**src/pcelc_defs.vh**
```
// constants for the pcie capability, error and link configuration block
`ifndef PCELC_DEFS_VH
`define PCELC_DEFS_VH

// configuration space byte offsets
`define PCELC_LNKCAP_OFS      12'h08c
`define PCELC_LNKCTLSTS_OFS   12'h090
`define PCELC_DEVCAP2_OFS     12'h0a4
`define PCELC_DEVCTL2_OFS     12'h0a8
`define PCELC_AER_HDR_OFS     12'h100
`define PCELC_AER_CAPCTL_OFS  12'h118

// device capabilities 2 / device control 2 fields
`define PCELC_CTO_LSB         0
`define PCELC_CTO_W           4
`define PCELC_CTO_DIS_BIT     4
`define PCELC_DEVCTL2_RST     16'h0000

// completion timeout range codes
`define PCELC_CTO_NONE        4'h0
`define PCELC_CTO_A           4'h1
`define PCELC_CTO_B           4'h2
`define PCELC_CTO_AB          4'h3
`define PCELC_CTO_BC          4'h6
`define PCELC_CTO_BCD         4'he
`define PCELC_CTO_ABCD        4'hf

// link capabilities and link status fields
`define PCELC_PORTNUM_LSB     24
`define PCELC_PORTNUM_RP      8'h01
`define PCELC_SDN_BIT         19
`define PCELC_DLLA_BIT        20
`define PCELC_SLOTCLK_BIT     28

// advanced error reporting
`define PCELC_AER_HDR_VAL     32'h00020001
`define PCELC_ECRC_GEN_BIT    5
`define PCELC_ECRC_CHK_BIT    7

// tlp header dword 0 digest flag
`define PCELC_TD_BIT          15

// completion buffer
`define PCELC_CPLBUF_DEPTH    256

// timeout ranges in microseconds, clock rate in MHz and limits in cycles
`define PCELC_CLK_MHZ         250
`define PCELC_RANGE_A_MIN_US  50
`define PCELC_RANGE_A_MAX_US  10000
`define PCELC_RANGE_B_MAX_US  250000
`define PCELC_RANGE_C_MAX_US  4000000
`define PCELC_RANGE_D_MAX_US  64000000
`define PCELC_CTO_DEF_MAX_US  50000
`define PCELC_CTO_REC_MIN_US  10000
`define PCELC_CTO_DEF_MAX_CYC (`PCELC_CTO_DEF_MAX_US * `PCELC_CLK_MHZ)
`define PCELC_CTO_REC_MIN_CYC (`PCELC_CTO_REC_MIN_US * `PCELC_CLK_MHZ)

`endif

```
**src/pcelc_rx_digest.v**
```verilog
// receive tlp path: keeps or strips the trailing digest dword
`timescale 1ns/1ps
`default_nettype none
`include "pcelc_defs.vh"

module pcelc_rx_digest (
  // clock and reset
  input  wire        mclk,
  input  wire        rst_n,
  // mode
  input  wire        fwd_en,
  // from link side
  input  wire        in_valid,
  input  wire        in_sop,
  input  wire        in_eop,
  input  wire [31:0] in_data,
  // to application
  output reg         out_valid,
  output reg         out_sop,
  output reg         out_eop,
  output reg  [31:0] out_data
);

  reg        td_q;
  reg        held_v_q;
  reg        held_sop_q;
  reg [31:0] held_data_q;
  wire       td_now;
  wire       strip;

  assign td_now = in_sop ? in_data[`PCELC_TD_BIT] : td_q;
  // only tlps that carry a digest are held back one dword
  assign strip  = !fwd_en && td_now;

  always @(posedge mclk) begin
    if (!rst_n) begin
      td_q        <= 1'b0;
      held_v_q    <= 1'b0;
      held_sop_q  <= 1'b0;
      held_data_q <= 32'h00000000;
      out_valid   <= 1'b0;
      out_sop     <= 1'b0;
      out_eop     <= 1'b0;
      out_data    <= 32'h00000000;
    end else begin
      out_valid <= 1'b0;
      if (in_valid) begin
        if (in_sop)
          td_q <= in_data[`PCELC_TD_BIT];
        if (!strip) begin
          out_valid <= 1'b1;
          out_sop   <= in_sop;
          out_eop   <= in_eop;
          out_data  <= in_data;
        end else begin
          if (held_v_q) begin
            out_valid <= 1'b1;
            out_sop   <= held_sop_q;
            out_eop   <= in_eop;
            out_data  <= held_data_q;
            // digest dropped, so td must no longer claim one
            if (held_sop_q)
              out_data[`PCELC_TD_BIT] <= 1'b0;
          end
          held_v_q    <= !in_eop;
          held_sop_q  <= in_sop;
          held_data_q <= in_data;
        end
      end
    end
  end

endmodule
`default_nettype wire

```
**src/pcelc_top.v**
```verilog
// capability, error reporting and link configuration register bank
`timescale 1ns/1ps
`default_nettype none
`include "pcelc_defs.vh"

module pcelc_top #(
  parameter       IS_ROOT_PORT   = 0,
  parameter       ISSUES_REQ     = 1,
  parameter [3:0] CTO_RANGES     = `PCELC_CTO_ABCD,
  parameter       CTO_DIS_EN     = 1,
  parameter       AER_EN         = 0,
  parameter       ECRC_CHK_EN    = 0,
  parameter       ECRC_GEN_EN    = 0,
  parameter       ECRC_FWD_EN    = 0,
  parameter       TRACK_CPLBUF   = 0,
  parameter [7:0] PORT_NUM       = `PCELC_PORTNUM_RP,
  parameter       DLL_ACT_EN     = 0,
  parameter       HOT_PLUG_CAP   = 0,
  parameter       SURPRISE_DN_EN = 0,
  parameter       SLOT_CLK_EN    = 0,
  parameter       CPLBUF_DEPTH   = `PCELC_CPLBUF_DEPTH
) (
  // clock and reset
  input  wire        mclk,
  input  wire        rst_n,
  // configuration space access
  input  wire        cfg_rd,
  input  wire        cfg_wr,
  input  wire [11:0] cfg_addr,
  input  wire [31:0] cfg_wdata,
  input  wire [3:0]  cfg_be,
  output reg  [31:0] cfg_rdata,
  output reg         cfg_rvalid,
  // completion timeout controls to the application timer
  output reg  [3:0]  cto_value,
  output reg         cto_disable,
  // receive completion buffer accounting
  input  wire        cplbuf_push,
  input  wire        cplbuf_pop,
  output reg         cplbuf_overflow,
  // receive tlp stream, link side
  input  wire        rx_in_valid,
  input  wire        rx_in_sop,
  input  wire        rx_in_eop,
  input  wire [31:0] rx_in_data,
  // receive tlp stream, application side
  output wire        rx_out_valid,
  output wire        rx_out_sop,
  output wire        rx_out_eop,
  output wire [31:0] rx_out_data
);

  localparam CNT_W = $clog2(CPLBUF_DEPTH + 1);
  localparam [CNT_W-1:0] CNT_FULL = CPLBUF_DEPTH[CNT_W-1:0];

  // reserved or unknown range codes collapse to none
  function [3:0] legal_ranges;
    input [3:0] code;
    begin
      case (code)
        `PCELC_CTO_A, `PCELC_CTO_B, `PCELC_CTO_AB,
        `PCELC_CTO_BC, `PCELC_CTO_BCD, `PCELC_CTO_ABCD:
          legal_ranges = code;
        default:
          legal_ranges = `PCELC_CTO_NONE;
      endcase
    end
  endfunction

  // fixed capability values, built from parameters only
  wire        req_fn     = (IS_ROOT_PORT != 0) || (ISSUES_REQ != 0);
  wire [3:0]  ranges     = req_fn ? legal_ranges(CTO_RANGES) : `PCELC_CTO_NONE;
  wire        prog_ok    = (ranges != `PCELC_CTO_NONE);
  wire        dis_ok     = req_fn && (CTO_DIS_EN != 0);
  wire        aer_on     = (AER_EN != 0);
  wire        chk_cap    = aer_on && (ECRC_CHK_EN != 0);
  wire        gen_cap    = aer_on && (ECRC_GEN_EN != 0);
  wire [7:0]  port_num   = (IS_ROOT_PORT != 0) ? PORT_NUM : 8'h00;
  wire        dlla_cap   = (DLL_ACT_EN != 0) || (HOT_PLUG_CAP != 0);
  wire        sdn_cap    = (SURPRISE_DN_EN != 0);
  wire        slot_clk   = (SLOT_CLK_EN != 0);
  wire        fwd_en     = aer_on && (ECRC_FWD_EN != 0);

  reg  [15:0] devctl2_q;
  reg  [CNT_W-1:0] cpl_cnt_q;
  reg  [31:0] rdata_d;

  wire wr_ctl2 = cfg_wr && (cfg_addr == `PCELC_DEVCTL2_OFS);

  // device control 2: only supported controls are writable
  always @(posedge mclk) begin
    if (!rst_n) begin
      devctl2_q <= `PCELC_DEVCTL2_RST;
    end else if (wr_ctl2) begin
      if (cfg_be[0] && prog_ok)
        devctl2_q[`PCELC_CTO_LSB +: `PCELC_CTO_W] <= cfg_wdata[`PCELC_CTO_LSB +: `PCELC_CTO_W];
      if (cfg_be[0] && dis_ok)
        devctl2_q[`PCELC_CTO_DIS_BIT] <= cfg_wdata[`PCELC_CTO_DIS_BIT];
    end
  end

  // controls go out to the application, which owns the timer itself
  always @(posedge mclk) begin
    if (!rst_n) begin
      cto_value   <= `PCELC_CTO_NONE;
      cto_disable <= 1'b0;
    end else begin
      cto_value   <= devctl2_q[`PCELC_CTO_LSB +: `PCELC_CTO_W];
      cto_disable <= devctl2_q[`PCELC_CTO_DIS_BIT];
    end
  end

  // read mux; unmapped and absent capabilities read zero
  always @* begin
    rdata_d = 32'h00000000;
    case (cfg_addr)
      `PCELC_DEVCAP2_OFS: begin
        rdata_d[`PCELC_CTO_LSB +: `PCELC_CTO_W] = ranges;
        rdata_d[`PCELC_CTO_DIS_BIT]             = dis_ok;
      end
      `PCELC_DEVCTL2_OFS:
        rdata_d[15:0] = devctl2_q;
      `PCELC_LNKCAP_OFS: begin
        rdata_d[`PCELC_PORTNUM_LSB +: 8] = port_num;
        rdata_d[`PCELC_DLLA_BIT]         = dlla_cap;
        rdata_d[`PCELC_SDN_BIT]          = sdn_cap;
      end
      `PCELC_LNKCTLSTS_OFS:
        rdata_d[`PCELC_SLOTCLK_BIT] = slot_clk;
      `PCELC_AER_HDR_OFS:
        rdata_d = aer_on ? `PCELC_AER_HDR_VAL : 32'h00000000;
      `PCELC_AER_CAPCTL_OFS: begin
        rdata_d[`PCELC_ECRC_CHK_BIT] = chk_cap;
        rdata_d[`PCELC_ECRC_GEN_BIT] = gen_cap;
      end
      default:
        rdata_d = 32'h00000000;
    endcase
  end

  // read data registered; fixed fields come from parameters, not storage
  always @(posedge mclk) begin
    if (!rst_n) begin
      cfg_rdata  <= 32'h00000000;
      cfg_rvalid <= 1'b0;
    end else begin
      cfg_rvalid <= cfg_rd;
      if (cfg_rd)
        cfg_rdata <= rdata_d;
    end
  end

  // completion buffer occupancy; overflow sticks until reset
  always @(posedge mclk) begin
    if (!rst_n) begin
      cpl_cnt_q       <= {CNT_W{1'b0}};
      cplbuf_overflow <= 1'b0;
    end else if (TRACK_CPLBUF != 0) begin
      if (cplbuf_push && !cplbuf_pop && (cpl_cnt_q == CNT_FULL))
        cplbuf_overflow <= 1'b1;
      else if (cplbuf_push && !cplbuf_pop)
        cpl_cnt_q <= cpl_cnt_q + {{(CNT_W-1){1'b0}}, 1'b1};
      else if (!cplbuf_push && cplbuf_pop && (cpl_cnt_q != {CNT_W{1'b0}}))
        cpl_cnt_q <= cpl_cnt_q - {{(CNT_W-1){1'b0}}, 1'b1};
    end
  end

  pcelc_rx_digest u_rx_digest (
    .mclk      (mclk),
    .rst_n     (rst_n),
    .fwd_en    (fwd_en),
    .in_valid  (rx_in_valid),
    .in_sop    (rx_in_sop),
    .in_eop    (rx_in_eop),
    .in_data   (rx_in_data),
    .out_valid (rx_out_valid),
    .out_sop   (rx_out_sop),
    .out_eop   (rx_out_eop),
    .out_data  (rx_out_data)
  );

endmodule
`default_nettype wire

```
**config.mk**
```make
export PLATFORM = sky130hd
export DESIGN_NAME = pcelc_top
export DESIGN_NICKNAME = d
export VERILOG_FILES = /design/src/pcelc_rx_digest.v /design/src/pcelc_top.v
export VERILOG_INCLUDE_DIRS = /design/src
export SDC_FILE = /design/constraint.sdc
export NUM_CORES = 1
export LEC_CHECK = 0
export BUFFER_PORTS_ARGS = -buffer_cell sky130_fd_sc_hd__buf_2
export CORE_MARGIN = 2
export CORE_UTILIZATION = 40
export DETAILED_ROUTE_END_ITERATION = 6
export MAX_ROUTING_LAYER = met4
export PLACE_DENSITY_LB_ADDON = 0.1
export SETUP_SLACK_MARGIN = 0.15
export SYNTH_ARGS = -nofsm -noshare
export SYNTH_HDL_FRONTEND = slang
export SYNTH_SLANG_ARGS = --single-unit
```
**constraint.sdc**
```tcl
create_clock -name mclk -period 1.6 [get_ports mclk]
set_clock_uncertainty 0.15 [all_clocks]
set_input_delay 0.16 -clock mclk [delete_from_list [all_inputs] [get_ports mclk]]
set_output_delay 0.16 -clock mclk [all_outputs]
set_load 0.005 [all_outputs]
```
==> impl_metrics.ini, run 1 <==
[run_status]
status = complete, no violations

[route]
dr.max_layer_used = met4
routed_wl_um = 8970
wl_met1_um = 4310
firstDrtPassIters = 4
drt_iter0_drc = 54
routedWlPerCell_um = 13.4
wl_met2_um = 4100
dr_total_vias = 3203
drc_errors = 0
postRouteAntennaNets = 0
wl_met3_um = 498
viasPerCell = 4.77

[synth]
avgSynthCellArea_um2 = 9.45
async_flop_share_pct = 0
ys_seq_area_share_pct = 45.9
synth_area_leaders = dfxtp_1 46%, nand2_1 11%, mux2i_1 10%, o211a_1 9.1%, a21boi_1 6.6%
synthTopCellsByCount = 105 x nand2_1, 86 x dfxtp_1, 38 x mux2i_1
yosysTopAreaCell = dfxtp_1
synth_most_common_cell = nand2_1
netlist_area_mm2 = 0.00375
synth_top_family_by_area = compound AO/OA/AOI/OAI gates
synth-main-ff-cell = dfxtp_1
yosys.area_share.adder_pct = 0
synth_edf_count = 0
synth_simple_gate_area_share_pct = 14.8
yosys_warnings = 0
synth_cells = 397
ys_types = 26
yosys.area.top_type_share_pct = 45.9
yosys_register_bits = 86
synth.area.mux_share_pct = 10.7
synth-xor-area-share_pct = 0
synth-compound-area-share_pct = 18.3

[clocking]
cts_buffers = 9
clock-sinks = 86
htree_levels = 3
cts_max_path_buffers = 2
clk_latency_ps = 340
cts_tree = yes
cts-root-buf = clkbuf_8
clkTransAtPathRegs_ps = 90

[floorplanning]
core_mm2 = 0.00915
rows = 35
io_pins = 163
die_area_mm2 = 0.0102
start_util_pct = 41.0
die_h_um = 101
chipWidth_um = 101

[timing]
post-route-min-period_ps = 1570
worst_slew_pin_slew_ps = 481
finalSetupTns_ps = 0
rsz0062_at_grt = yes
maxSlewHeadroom_pct = 67.5
min_period_over_period_pct = 97.9
fmax_mhz = 639
setup_viol = 0
slew_violations = 0
finalHoldViolCount = 0

[cells_and_area]
nets = 645
antennaDiodeCount = 0
area_growth_pct = 46.5
final-instance-count-excl-fill = 672
drive_above_1_share_pct = 34.2

[grt]
grt_max_degree = 87
grt_pass1_wl_um = 13500
gr-total-overflow = 0
antenna_found_initial = 0
grt_use_total_pct = 17.2
grt_pass1_vias = 2867

[worst_setup_path]
crit_fanout = 8
critPathArrivalTime_ps = 1660
critPathKind = reg2reg
crit_required_ps = 1690
crit_path_start_kind = flip-flop
end_kind = flip-flop

[power]
cellPowerDensity_mw_per_mm2 = 896
fin_total_pwr_mw = 4.93
leakage_nw = 2.80
ir_worst_vdd_mv = 0.664

[placement]
io_buffers = 102
dpl.cell_count = 599
hpwl_um = 5220
place_congestion = 0.753

[flow_run]
timing.max_cap.violations = 0

[worst_hold_path]
hp-class = in2reg
## layout by cell type, fill, tap and decap left out, drive strengths merged
| cell type | count |
|---|---|
| dlygate4sd3 | 40 |
| nand2b | 1 |
| nand4 | 1 |
| and4b | 1 |
| o211a | 34 |
| nand2 | 105 |
| nor4bb | 1 |
| and2 | 7 |
| dfxtp | 86 |
| clkinv | 4 |
| and4 | 1 |
| mux2i | 39 |
| nor2b | 10 |
| buf | 132 |
| inv | 3 |
| nor4 | 1 |
| o21ai | 7 |
| nor2 | 2 |
| o311ai | 1 |
| conb | 28 |
| a21boi | 33 |
| bufinv | 1 |
| o21a | 1 |
| a41oi | 1 |
| a21oi | 6 |
| clkbuf | 15 |
## final timing paths
kind                                             startpoint                           to  slack, ps  cells past startpoint
worst max-delay path                       u_rx_digest.td_q  u_rx_digest.held_data_q[11]         30                      8
worst min-delay path                              rx_in_sop       u_rx_digest.held_sop_q         80                      4
worst max register to register             u_rx_digest.td_q  u_rx_digest.held_data_q[11]         30                      8
worst min register to register  u_rx_digest.held_data_q[31]  u_rx_digest.held_data_q[31]        300                      2
## report_power, final
group | switching [mW] | leakage (nW) | total, mW | internal, mW
Clock | 0.784 | 0.109 | 1.59 | 0.808
Combinational | 0.432 | 1.98 | 1.00 | 0.570
Sequential | 0.0669 | 0.705 | 2.33 | 2.27
## timing repair
action	in CTS	in global routing
endpoints found under the setup margin	65	69
setup buffers	8	2
gates resized for setup	9	54
endpoints found under the hold margin	41	0
gates cloned	3	4
hold buffers	40	0
pin swaps	1	5
## cell type report
| class | count | area, um^2 |
|---|---|---|
| fillers | 835 | 3660 |
| flip-flops and latches | 86 | 1730 |
| clock buffers | 11 | 151 |
| inverters | 3 | 11.3 |
| clock inverters | 5 | 57.6 |
| well taps | 111 | 139 |
| multi-input cells | 280 | 1960 |
| repair buffers | 176 | 1450 |
## layer usage
layer	up-vias	global-route usage, %
met5	-	-
met4	0	3.16
met3	8	4.72
met2	97	27.5
met1	1479	22.0
li1	1619	-
## logic make-up (layout without fill, tap and decap cells)
group	count (synthesis)	in the layout
flip-flops	86	86
multiplexers	39	39
buffers and inverters	58	195
AO/OA/AOI/OAI	83	83
AND/OR/NAND/NOR	130	130
other	1	28
## per-stage QoR
stage	worst slack (ps)	hold slack (ps)	instance area [um^2]	utilization, %
2_1_floorplan	146	132	3870	-
5_1_grt	-25.5	77.8	5490	60.0
3_3_place_gp	54.5	262	4360	47.6
4_1_cts	70.8	64.1	5130	56.1
6_report	34.3	80.5	5490	60.0
3_5_place_dp	36.5	267	4360	47.6
## flip-flops by register name, summed over array words and instances, names as in the netlist
name	flops
u_rx_digest.td_q	1
u_rx_digest.held_data_q	32
cto_value	4
cto_disable	1
devctl2_q	5
u_rx_digest.held_v_q	1
cfg_rvalid	1
u_rx_digest.out_eop	1
cfg_rdata	5
u_rx_digest.out_valid	1
u_rx_digest.held_sop_q	1
u_rx_digest.out_data	32
u_rx_digest.out_sop	1
## critical path, stage by stage, from the launching register on
cell	delay (ps)
dfxtp_4	360
mux2i_4	160
buf_12	150
buf_6	160
nor2b_4	60
buf_12	140
clkbuf_16	160
nand2_1	60
a21boi_1	60
Note: power is estimated with default switching activity, not from simulation.
==> run 2, diff against run 1 <==
==> constraint.sdc (replaced) <==
create_clock -name mclk -period 1.6 [get_ports mclk]
set_clock_uncertainty 0.15 [all_clocks]
set_input_delay 0.32 -clock mclk [delete_from_list [all_inputs] [get_ports mclk]]
set_output_delay 0.32 -clock mclk [all_outputs]
set_load 0.005 [all_outputs]
==> run 2 against run 1 <==
Clock power hardly changed. Die area stayed put. Register-to-register slack better by 70 ps. Hold slack worse by 21 ps. Maximum frequency is 4.5% higher. Critical endpoint is now u_rx_digest.held_data_q[28].
==> impl_metrics.ini, run 2 (synthesis gave the netlist of run 1 again) <==
[clocking]
cts_max_path_buffers = 2
clk_latency_ps = 350
cts_tree = yes
clkTransAtPathRegs_ps = 80
cts_buffers = 9
cts-root-buf = clkbuf_8
clock-sinks = 86
htree_levels = 3

[cells_and_area]
final_common_cell = buf_2
area_growth_pct = 29.4
antennaDiodeCount = 0
reg_top3 = u_rx_digest.held_data_q (32), u_rx_digest.out_data (32)
utilization_pct = 53.0
final-instance-count-excl-fill = 631
nets = 604
drive_above_1_share_pct = 32.1
final_cell_mix = 103 x buf_2, 99 x nand2_1, 85 x dfxtp_1

[floorplanning]
core_mm2 = 0.00915
chipWidth_um = 101
start_util_pct = 41.0
die_area_mm2 = 0.0102
rows = 35
die_h_um = 101
io_pins = 163

[placement]
place_congestion = 0.746
io_buffers = 102
dpl.cell_count = 602
hpwl_um = 5250

[route]
firstDrtPassIters = 4
postRouteAntennaNets = 0
dr.max_layer_used = met4
wl_met2_um = 3540
routedWlPerCell_um = 12.9
wl_met1_um = 4080
routed_wl_um = 8140
drt_iter0_drc = 83
wl_met3_um = 432
drc_errors = 0
dr_total_vias = 3029
viasPerCell = 4.80

[timing]
fmax_mhz = 668
min_period_over_period_pct = 93.6
hold_ws_ps = 59.9
finalSetupTns_ps = 0
setup_viol = 0
slew_violations = 0
rsz0062_at_grt = yes
post-route-min-period_ps = 1500
finalHoldViolCount = 0

[worst_setup_path]
cp_num_buf_inv = 4
end_kind = flip-flop
cp.depth = 8
crit_slowest_cell = dfxtp_2
r2r_end = u_rx_digest.held_data_q[28]
crit_path_start_kind = flip-flop
crit_required_ps = 1730
crit_top_cell = buf_12
reg2reg_from = u_rx_digest.td_q
ff2ff_setup_slack_ps = 100
critPathMaxStageDelay_ps = 350
reg2reg_depth = 8
critPathArrivalTime_ps = 1630
critPathKind = reg2reg
crit_fanout = 8
critical_path.cell_chain = mux2i_4 -> buf_12 -> buf_12 -> nor2b_4 -> buf_6 -> clkbuf_16 -> nand2_1 -> a21boi_1
crit_family = buffers and inverters

[run_status]
status = complete, no violations

[grt]
grt_pass1_wl_um = 12800
grt_pass1_vias = 2700
antenna_found_initial = 0
gr-total-overflow = 0
grt_use_total_pct = 16.3
grt_max_degree = 87

[worst_hold_path]
hp-class = in2reg
whs_endpoint = u_rx_digest.held_data_q[18]
holdPathStages = 3
min_from = rx_in_data[18]

[power]
fin_total_pwr_mw = 4.67
ir_worst_vdd_mv = 0.470
leakage_nw = 2.60
cellPowerDensity_mw_per_mm2 = 963

[flow_run]
timing.max_cap.violations = 0
-- run 2: per-stage QoR --
stage	setup WS (ps)	cell area, um^2
6_report	102	4850
5_1_grt	29.1	4850
3_5_place_dp	-124	4380
3_3_place_gp	-123	4380
4_1_cts	117	4740
2_1_floorplan	117	3890
-- run 2: worst max-delay path by stage --
stage | start | end | slack (ps)
final | u_rx_digest.td_q | u_rx_digest.held_data_q[28] | 100
after global routing | u_rx_digest.td_q | u_rx_digest.held_data_q[20] | 30
after CTS | u_rx_digest.td_q | u_rx_digest.held_data_q[26] | 120
after detailed placement | rx_in_sop | u_rx_digest.out_data[4] | -120
after global placement | rx_in_sop | u_rx_digest.out_data[3] | -120
after floorplan | rx_in_sop | u_rx_digest.out_data[21] | 120
-- run 2: worst min-delay path: cells and delay by family --
family / cells / cell delay (ps)
buf+inv: 1 / 110
simple gates: 1 / 50
compound gates: 1 / 40
-- run 2: area by class of cell --
class / count / area [um^2]
Multi-Input combinational cell: 281 / 1840
Fill cell: 901 / 4300
Clock buffer: 13 / 159
Clock inverter: 3 / 42.5
Timing Repair Buffer: 134 / 936
Tap cell: 111 / 139
Inverter: 3 / 11.3
Sequential cell: 86 / 1720
-- run 2: report_power, final --
part | internal (mW) | switching [mW]
clock network | 0.807 | 0.749
logic | 0.421 | 0.369
registers | 2.27 | 0.0598
total | 3.49 | 1.18
-- run 2: what timing repair did --
item | CTS | global route
buffers inserted | 6 | 2
pin swaps | 1 | 10
cloned | 3 | 2
endpoints found under the setup margin | 63 | 66
hold buffers | 0 | 0
gates resized for setup | 13 | 15
-- run 2: per-layer routing --
layer | up-vias | GRT usage [%]
li1 | 1529 | -
met1 | 1406 | 22.2
met2 | 84 | 23.6
met3 | 10 | 3.68
met4 | 0 | 6.01
met5 | - | -
==> run 3, diff against run 2 <==
- SETUP_SLACK_MARGIN: 0.15 -> 0.4
==> run 3 against run 2 <==
Clock power about the same. Wire length increased by 5.4%. Clock-buffer cell count decreased by 1. Register-to-register slack got worse by 60 ps. Final cell count increased by 1.3%. Sequential cell count unchanged. Die area unchanged. Utilization increased by 4.9 points. Critical endpoint is now u_rx_digest.out_data[29]. Largest cell class unchanged.
==> impl_metrics.ini, run 3 (synthesis gave the netlist of run 1 again) <==
[placement]
dpl.cell_count = 599
hpwl_um = 5240
place_congestion = 0.732
placed_area_mm2 = 0.00440
io_buffers = 102

[power]
p_switching_mw = 1.24
pwr-share-seq_pct = 48.2
leakage_nw = 2.77
swShare_pct = 25.4
share_comb_of_total_power_pct = 19.4
ir_worst_vdd_mv = 0.398
cellPowerDensity_mw_per_mm2 = 921
p_clk_share_pct = 32.4
p_int_mw = 3.64

[floorplanning]
die_h_um = 101
chipWidth_um = 101
die_area_mm2 = 0.0102
io_pins = 163
rows = 35
start_util_pct = 41.0
core_mm2 = 0.00915

[cells_and_area]
drive_above_1_share_pct = 43.8
final_cell_mix = 86 x nand2_1, 86 x buf_2, 45 x dfxtp_1
nets = 612
antennaDiodeCount = 0
area_growth_pct = 41.3
n_fill_cell = 835
final_area_mm2 = 0.00530
reg_top3 = u_rx_digest.held_data_q (32), u_rx_digest.out_data (32)
final-instance-count-excl-fill = 639

[route]
routedWlPerCell_um = 13.4
viasPerCell = 4.72
wl_met1_um = 4030
dr_total_vias = 3019
routed_wl_um = 8590
drc_errors = 0
wl_met3_um = 454
drt_iter0_drc = 82
wl_met2_um = 4000
firstDrtPassIters = 4
postRouteAntennaNets = 0
dr.max_layer_used = met4

[worst_setup_path]
critical_path.cell_chain = mux2i_4 -> o21a_4 -> buf_6 -> buf_12 -> clkbuf_16 -> nand2_1 -> o211a_1
cp_num_buf_inv = 3
end_kind = flip-flop
crit_required_ps = 1700
crit_path_start_kind = flip-flop
crit_slowest_cell = dfxtp_2
critPathMaxStageDelay_ps = 340
critPathArrivalTime_ps = 1660
critPathKind = reg2reg
crit_fanout = 6
crit_family = buffers and inverters

[worst_hold_path]
hp-class = in2reg

[clocking]
htree_levels = 3
cts_buffers = 9
clkTransAtPathRegs_ps = 90
cts_max_path_buffers = 2
clock-sinks = 86
cts-root-buf = clkbuf_8
cts_tree = yes
hold_buffers = 0
clk_latency_ps = 350

[timing]
finalSetupTns_ps = 0
finalHoldViolCount = 0
min_period_over_period_pct = 97.4
slew_violations = 0
setup_viol = 0
post-route-min-period_ps = 1560
rsz0062_at_grt = yes
fmax_mhz = 642

[grt]
grt_pass1_wl_um = 13300
grt_max_degree = 87
grt_pass1_vias = 2812
grt_use_total_pct = 17.0
antenna_found_initial = 0
gr-total-overflow = 0

[run_status]
status = complete, no violations

[flow_run]
timing.max_cap.violations = 0
-- run 3: cell count changes in the layout (fill, tap and decap cells not counted), moves of 4 or more --
cell     previous run  this run
dfxtp_1            85        45
dfxtp_2             1        41
buf_6               6        27
buf_2             103        86
nand2_1            99        86
nand2_2             4        13
nand2_4             2         6
-- run 3: layout make-up --
class	count	area [um^2]	share of cell area, %
timing repair buffer	143	1270	24.0
clock buffer	12	155	2.93
inverter	3	11.3	0.212
tap	111	139	2.62
clock inverter	4	55.1	1.04
multi-input combinational	280	1900	35.8
sequential	86	1770	33.4
-- run 3: worst paths after layout --
| check | from | endpoint | slack (ps) | cells past startpoint |
|---|---|---|---|---|
| setup reg to reg | u_rx_digest.td_q | u_rx_digest.out_data[29] | 40 | 7 |
| hold reg to reg | u_rx_digest.held_data_q[8] | u_rx_digest.held_data_q[8] | 300 | 2 |
| setup / recovery | u_rx_digest.td_q | u_rx_digest.out_data[29] | 40 | 7 |
| hold / removal | rx_in_data[11] | u_rx_digest.held_data_q[11] | 60 | 3 |
-- run 3: through the flow --
stage                     setup WS, ps  util [%]  hold slack [ps]  power (mW)
final                             41.3      57.9             61.1        4.88
after floorplan                    117         -              284        2.85
after detailed placement          -169      48.1              294        3.08
after CTS                         88.1      54.8             39.7        4.84
after global routing             -35.5      57.9             46.1        5.14
after global placement            -170      48.1              290        3.07
-- run 3: tightest hold or removal path, delay by kind of cell --
kind	cells	cell delay, ps
buffers and inverters	1	100
AND/OR/NAND/NOR	1	50
AO/OA/AOI/OAI	1	50
-- run 3: what timing repair did --
item | 4_1_cts | 5_1_grt
endpoints found under the hold margin | 0 | 0
setup buffers | 14 | 1
gates cloned | 5 | 4
resized for setup | 64 | 44
pin swaps | 12 | 15
endpoints found under the setup margin | 115 | 125
-- run 3: power by group through the flow --
stage	sequential, mW	combinational (mW)	clock, mW
after detailed placement	2.38	0.702	0
after floorplan	2.38	0.467	0
after global routing	2.37	1.04	1.73
after global placement	2.37	0.694	0
final	2.35	0.949	1.58
after CTS	2.34	0.866	1.63
-- run 3: metal layers --
layer	GRT usage, %	up-vias
met5	-	-
met4	6.01	0
met3	3.68	11
met2	26.0	82
met1	22.3	1385
li1	-	1541
